$ cat src/unc_err_pkg.sv
/*
 holds offsets, field positions, reset values and timing counts of the
 uncorrectable error status and mask bank.
 assumes a configuration access port of 32-bit words at byte offsets.
*/
package unc_err_pkg;
   // =====================================================
   // register offsets
   localparam logic [11:0] flags_offset = 12'h104;
   localparam logic [11:0] masks_offset = 12'h108;

   // =====================================================
   // bit positions
   localparam int unsigned unsupported_request_pos    = 20;
   localparam int unsigned end_to_end_crc_pos         = 19;
   localparam int unsigned malformed_packet_pos       = 18;
   localparam int unsigned receiver_overflow_pos      = 17;
   localparam int unsigned unexpected_completion_pos  = 16;
   localparam int unsigned completer_abort_pos        = 15;
   localparam int unsigned completion_timeout_pos     = 14;
   localparam int unsigned flow_control_error_pos     = 13;
   localparam int unsigned poisoned_packet_pos        = 12;
   localparam int unsigned link_protocol_error_pos    = 4;
   localparam int unsigned training_error_pos         = 0;

   // implemented sticky bits: 20, 18..12, 4
   localparam logic [31:0] implemented_bits = 32'h0017_f010;
   localparam logic [31:0] flags_reset      = 32'h0000_0000;
   localparam logic [31:0] masks_reset      = 32'h0000_0000;

   // =====================================================
   // completion timeout window: least 16 ms
   localparam longint unsigned timeout_min_ms   = 16;
   localparam longint unsigned timeout_max_ms   = 32;
   localparam longint unsigned clk_hz           = 200_000_000;
   localparam longint unsigned timeout_cycles   = (timeout_min_ms * clk_hz + 999) / 1000;
   localparam int unsigned     tmo_width        = 23;
endpackage

$ cat src/unc_err_timer.sv
/*
 holds one completion timeout watchdog for an outstanding inbound read.
 assumes start and done are single-cycle pulses from the completion tracker.
*/
`timescale 1ns/1ps
`default_nettype none
module unc_err_timer
   import unc_err_pkg::*;
#(
   parameter logic [tmo_width-1:0] limit = tmo_width'(timeout_cycles)
) (
   // clock and reset
   input  wire logic clk,
   input  wire logic nrst,
   // control
   input  wire logic start,
   input  wire logic done,
   // result
   output logic      expired
);
   logic [tmo_width-1:0] count_ff;
   logic                 busy_ff;
   logic [tmo_width-1:0] nxt_count;
   logic                 nxt_busy;
   logic                 hit;

   // =====================================================
   // watchdog
   always_comb begin
      nxt_count = count_ff;
      nxt_busy  = busy_ff;
      hit       = 1'b0;
      if (start) begin
         nxt_busy  = 1'b1;
         nxt_count = '0;
      end else if (done) begin
         nxt_busy = 1'b0;
      end else if (busy_ff) begin
         if (count_ff == limit - tmo_width'(1)) begin
            hit      = 1'b1;
            nxt_busy = 1'b0;
         end else begin
            nxt_count = count_ff + tmo_width'(1);
         end
      end
   end

   always_ff @(posedge clk or negedge nrst) begin
      if (!nrst) begin
         count_ff <= '0;
         busy_ff  <= 1'b0;
         expired  <= 1'b0;
      end else begin
         count_ff <= nxt_count;
         busy_ff  <= nxt_busy;
         expired  <= hit;
      end
   end
endmodule
`default_nettype wire

$ cat src/unc_err_bank.sv
/*
 holds the uncorrectable error status and mask registers, the report,
 header-capture and first-error-pointer qualifiers.
 assumes nrst is the power-on reset only; link and hot resets do not reach
 this block. assumes error inputs are single-cycle pulses on clk.
*/
// Function
// - hardware sets bits; write one clears
// - unsupported request, hot plug included, sets 20
// - bit 19 never set
// - malformed packet sets 18, logs header
// - receive overflow sets 17
// - unexpected completion sets 16, logs header
// - completer abort sets 15, logs header
// - read timeout 16-32 ms sets 14
// - flow control error sets 13
// - poisoned packet sets 12, logs header
// - link protocol error sets 4
// - training error bit reads zero
// - both registers reset to zero
// - masked errors send no error message
// - masked errors skip log, pointer; status sets
// - mask bits sticky read-write, others zero
// - severity one fatal, zero non-fatal
`timescale 1ns/1ps
`default_nettype none
module unc_err_bank
   import unc_err_pkg::*;
#(
   // watchdog length; a bench may shorten it to reach the timeout quickly
   parameter logic [tmo_width-1:0] timeout_limit = tmo_width'(timeout_cycles)
) (
   // clock and power-on reset
   input  wire logic        clk,
   input  wire logic        nrst,
   // configuration access
   input  wire logic [11:0] cfg_addr,
   input  wire logic        cfg_wr,
   input  wire logic        cfg_rd,
   input  wire logic [3:0]  cfg_be,
   input  wire logic [31:0] cfg_wdata,
   output logic [31:0]      cfg_rdata,
   // error sources
   input  wire logic        rx_unsupported_request,
   input  wire logic        hp_unsupported_request,
   input  wire logic        rx_malformed_packet,
   input  wire logic        rx_buffer_overflow,
   input  wire logic        cpl_bad_requester,
   input  wire logic        cpl_bad_tag,
   input  wire logic        hp_completer_abort,
   input  wire logic        read_issued,
   input  wire logic        read_completed,
   input  wire logic        fc_protocol_error,
   input  wire logic        rx_poisoned_packet,
   input  wire logic        dl_protocol_error,
   // severity from the neighbouring register
   input  wire logic [31:0] severity,
   // reporting and logging
   output logic             send_fatal,
   output logic             send_nonfatal,
   output logic             log_header,
   output logic             update_first_error,
   output logic [4:0]       first_error_index
);
   logic [31:0] flags_ff;
   logic [31:0] masks_ff;
   logic [31:0] nxt_flags;
   logic [31:0] nxt_masks;
   logic [31:0] events;
   logic [31:0] loggable;
   logic [31:0] wmask;
   logic [31:0] unmasked;
   logic [31:0] logged;
   logic        timeout_hit;
   logic        wr_flags;
   logic        wr_masks;
   logic [4:0]  nxt_index;
   logic        nxt_fatal;
   logic        nxt_nonfatal;

   // =====================================================
   // completion timeout
   unc_err_timer #(
      .limit   (timeout_limit)
   ) u_timer (
      .clk     (clk),
      .nrst    (nrst),
      .start   (read_issued),
      .done    (read_completed),
      .expired (timeout_hit)
   );

   // =====================================================
   // event vector
   always_comb begin
      events = '0;
      events[unsupported_request_pos]   = rx_unsupported_request | hp_unsupported_request;
      events[end_to_end_crc_pos]        = 1'b0;
      events[malformed_packet_pos]      = rx_malformed_packet;
      events[receiver_overflow_pos]     = rx_buffer_overflow;
      events[unexpected_completion_pos] = cpl_bad_requester | cpl_bad_tag;
      events[completer_abort_pos]       = hp_completer_abort;
      events[completion_timeout_pos]    = timeout_hit;
      events[flow_control_error_pos]    = fc_protocol_error;
      events[poisoned_packet_pos]       = rx_poisoned_packet;
      events[link_protocol_error_pos]   = dl_protocol_error;
      events[training_error_pos]        = 1'b0;
      loggable = '0;
      loggable[malformed_packet_pos]      = 1'b1;
      loggable[unexpected_completion_pos] = 1'b1;
      loggable[completer_abort_pos]       = 1'b1;
      loggable[poisoned_packet_pos]       = 1'b1;
   end

   // =====================================================
   // register writes
   always_comb begin
      wmask    = {{8{cfg_be[3]}}, {8{cfg_be[2]}}, {8{cfg_be[1]}}, {8{cfg_be[0]}}};
      wr_flags = cfg_wr && (cfg_addr == flags_offset);
      wr_masks = cfg_wr && (cfg_addr == masks_offset);
      nxt_flags = flags_ff;
      nxt_masks = masks_ff;
      if (wr_flags) begin
         nxt_flags = flags_ff & ~(cfg_wdata & wmask);
      end
      if (wr_masks) begin
         nxt_masks = (masks_ff & ~wmask) | (cfg_wdata & wmask);
      end
      // a new event beats a same-cycle clear
      nxt_flags = (nxt_flags | events) & implemented_bits;
      nxt_masks = nxt_masks & implemented_bits;
   end

   // =====================================================
   // report qualifiers
   always_comb begin
      unmasked     = events & ~masks_ff & implemented_bits;
      logged       = unmasked & loggable;
      nxt_fatal    = |(unmasked & severity);
      nxt_nonfatal = |(unmasked & ~severity);
      // lowest set position wins when several arrive together
      nxt_index = first_error_index;
      for (int i = 31; i >= 0; i--) begin
         if (unmasked[i]) begin
            nxt_index = 5'(i);
         end
      end
   end

   // sticky state: power-on reset is the only reset that clears it
   always_ff @(posedge clk or negedge nrst) begin
      if (!nrst) begin
         flags_ff           <= flags_reset;
         masks_ff           <= masks_reset;
         send_fatal         <= 1'b0;
         send_nonfatal      <= 1'b0;
         log_header         <= 1'b0;
         update_first_error <= 1'b0;
         first_error_index  <= 5'h00;
         cfg_rdata          <= 32'h0000_0000;
      end else begin
         flags_ff           <= nxt_flags;
         masks_ff           <= nxt_masks;
         send_fatal         <= nxt_fatal;
         send_nonfatal      <= nxt_nonfatal;
         log_header         <= |logged;
         update_first_error <= |unmasked;
         first_error_index  <= nxt_index;
         if (cfg_rd && cfg_addr == flags_offset) begin
            cfg_rdata <= flags_ff;
         end else if (cfg_rd && cfg_addr == masks_offset) begin
            cfg_rdata <= masks_ff;
         end else begin
            cfg_rdata <= 32'h0000_0000;
         end
      end
   end
endmodule
`default_nettype wire

$ cat config.mk
export PLATFORM = sky130hd
export DESIGN_NAME = unc_err_bank
export DESIGN_NICKNAME = d
export VERILOG_FILES = /design/src/unc_err_pkg.sv /design/src/unc_err_timer.sv /design/src/unc_err_bank.sv
export SDC_FILE = /design/constraint.sdc
export NUM_CORES = 1
export LEC_CHECK = 0
export ABC_AREA = 0
export BUFFER_PORTS_ARGS = -buffer_cell sky130_fd_sc_hd__buf_2
export CAP_MARGIN = 10
export CORE_MARGIN = 4
export CORE_UTILIZATION = 39
export CTS_CLUSTER_DIAMETER = 200
export DETAILED_ROUTE_END_ITERATION = 8
export PLACE_DENSITY = 0.67
export SLEW_MARGIN = 20
export SYNTH_ARGS = -nofsm -noshare
export SYNTH_HDL_FRONTEND = slang
export SYNTH_SLANG_ARGS = --single-unit
$ cat constraint.sdc
create_clock -name clk -period 2 [get_ports clk]
set_clock_uncertainty 0.15 [all_clocks]
set_input_delay 0.4 -clock clk [delete_from_list [all_inputs] [get_ports clk]]
set_output_delay 0.4 -clock clk [all_outputs]
set_load 0.005 [all_outputs]
==> impl_metrics.env <==
export IMPL_setup_slack_ns=-0.00420
export IMPL_die_x_um=96.6
export IMPL_cts_made_buffers=9
export IMPL_die_area_um2=9330
export IMPL_start_util=0.398
export IMPL_run_status="complete, but fails checks"
export IMPL_vias=2596
export IMPL_layout_common_cells="buf_2 (66), dfrtp_1 (60), nor2_1 (37), conb_1 (23), buf_4 (22)"
export IMPL_hold_violations=0
export IMPL_clk_path_buf_depth=2
export IMPL_num_fill_cells=736
export IMPL_cts_reportedPaths_clkPinSlew_ns=0.07
export IMPL_grt_max_degree=62
export IMPL_first_global_vias=2571
export IMPL_wl_per_cell_um=14.6
export IMPL_synth_edf_count=0
export IMPL_synth_ff_type="dfrtp_1"
export IMPL_ys_seq_elements=61
export IMPL_layout_drive_gt1_share=0.333
export IMPL_rsz0062_at_grt="true"
export IMPL_dp_cells=490
export IMPL_yosysWarnings=0
export IMPL_r2r_start="u_timer.count_ff[0]$_DFFE_PN0P_"
export IMPL_power_density_nw_per_um2=610
export IMPL_place_area_um2=3590
export IMPL_first_pass_iters=4
export IMPL_worstSetupPathType="reg -> reg"
export IMPL_period_share=1.00
export IMPL_row_count=32
export IMPL_netlist_instances=306
export IMPL_crit_arrival_ns=2.06
export IMPL_synth_cell_types=51
export IMPL_final_util=0.511
export IMPL_die_h_um=96.6
export IMPL_fmax_mhz=499
export IMPL_critPathLaunch="u_timer.count_ff[0]$_DFFE_PN0P_"
export IMPL_worstHoldStart="cfg_wdata[12]"
export IMPL_period_minus_slack_ns=2.00
export IMPL_cts_sinks=61
export IMPL_num_antenna_cells=0
export IMPL_grt_antenna_before_repair=0
export IMPL_num_io_pins=137
export IMPL_area_growth_pct=28.4
export IMPL_grtUsageTotal=0.160
export IMPL_layout_commonest_cell="buf_2"
export IMPL_p_leak_uw=0.00181
export IMPL_seq_area_frac_synth=0.499
export IMPL_ys_async_sr_fraction=1.00
export IMPL_grt_pass1_wl_um=12200
export IMPL_instances_no_fill=511
export IMPL_coreArea_um2=7690
export IMPL_fin_nets=502
export IMPL_cts_root_buf="clkbuf_8"
export IMPL_final_max_slew_violation_count=0
export IMPL_cp_end_kind="register"
export IMPL_drt_initial_drc_count=99
export IMPL_routed_wl_um=7460
export IMPL_gp_congestion=0.825
export IMPL_postRouteAntennaNets=0
export IMPL_drcViolationCount=0
export IMPL_synth_area_um2=3060
export IMPL_ir_drop_mv=0.311
export IMPL_cts_tree="done"
export IMPL_clk_insertion_delay_late_ns=0.34
export IMPL_max_cap_violations=0
export IMPL_cp_data_required_time_ns=2.05
export IMPL_finalSetupViolCount=1
export IMPL_htreeDepth=3
export IMPL_grt_overflow=0
export IMPL_avgSynthCellArea_um2=10.0
export IMPL_worstPathMaxFanout=8
export IMPL_drt_vias_per_instance=5.08
export IMPL_violations="setup timing"
export IMPL_design_area_um2=3930
export IMPL_holdCritPathClass="in -> reg"
export IMPL_worst_setup_path_start_kind="register"
export IMPL_dpl_hpwl_um=5440
export IMPL_port_buffers=66
per-layer routing:
metal	part of all wire	vias to the layer above	global-route usage
li1	-	1235	-
met1	0.41	1259	0.192
met2	0.51	86	0.273
met3	0.063	16	0.0433
met4	0.018	0	0.0616
met5	0	-	0
synth_stat cells (all sizes together), types with 8 or more instances:
cell type | n | area share
dfrtp | 61 | 0.50
inv | 14 | 0.017
nand2 | 13 | 0.016
or3 | 8 | 0.018
nor4 | 9 | 0.025
xnor2 | 10 | 0.029
nand3 | 13 | 0.021
mux2 | 9 | 0.033
a21oi | 10 | 0.016
a31oi | 8 | 0.016
o21ai | 10 | 0.016
buf | 25 | 0.061
a22o | 12 | 0.034
nor3 | 10 | 0.016
nor2 | 41 | 0.054
worst max-delay path: stages (launching register included):
cell	delay (ns)
dfrtp_1	0.36
ha_2	0.19
nand2_2	0.06
or3_4	0.45
buf_6	0.16
nor4_4	0.29
xnor2_1	0.15
nor2_1	0.05
cells by family after synthesis:
kind of cell    count (synthesis)  synth area share
fa+ha+maj                       1           0.00409
flops                          61             0.499
simple gates                  120             0.207
xor+xnor                       14            0.0400
compound gates                 57             0.130
mux                            10            0.0364
buf+inv                        42            0.0821
other cells                     1           0.00122
cell type report:
type | count | area, um2 | share of cell area
Timing Repair Buffer | 94 | 571 | 0.145
Sequential cell | 61 | 1530 | 0.389
Clock buffer | 11 | 141 | 0.0360
Multi-Input combinational cell | 225 | 1490 | 0.378
Tap cell | 102 | 128 | 0.0325
Inverter | 14 | 52.6 | 0.0134
Clock inverter | 4 | 25.0 | 0.00637
power by group:
part	switching [uW]	internal [uW]
Clock	476	472
Combinational	116	82.7
Sequential	7.04	1250
Total	599	1800
final timing paths:
kind | slack (ns) | to | cells after the start
setup reg to reg | -0.004 | u_timer.count_ff[22]$_DFFE_PN0P_ | 7
hold reg to reg | 0.35 | first_error_index[4]$_DFFE_PN0P_ | 1
setup / recovery | -0.004 | u_timer.count_ff[22]$_DFFE_PN0P_ | 7
min in group asynchronous | 0.44 | u_timer.busy_ff$_DFF_PN0_ | 3
max in group asynchronous | 0.98 | u_timer.count_ff[3]$_DFFE_PN0P_ | 3
hold / removal | 0.11 | flags_ff[12]$_DFF_PN0_ | 2
per-stage QoR:
| stage | TNS (ns) | hold slack (ns) | setup WS (ns) | total power, uW |
|---|---|---|---|---|
| CTS | 0 | 0.0908 | 0.0137 | 2440 |
| global placement | -3.13 | 0.285 | -0.218 | 1470 |
| finish | -0.00420 | 0.108 | -0.00420 | 2400 |
| global route | -0.489 | 0.102 | -0.0925 | 2520 |
| detailed placement | -4.40 | 0.284 | -0.256 | 1470 |
| floorplan | 0 | -0.0456 | 0.0160 | 1380 |
repair_timing:
item                                   in CTS  in global routing
setup buffers                               4                  1
hold buffers                                1                  0
pin swaps                                   1                 10
endpoints found under the hold margin      61                  0
resized for setup                           0                 27
setup endpoints to repair                   2                 18
No activity file was read; power rests on OpenSTA's default activity.
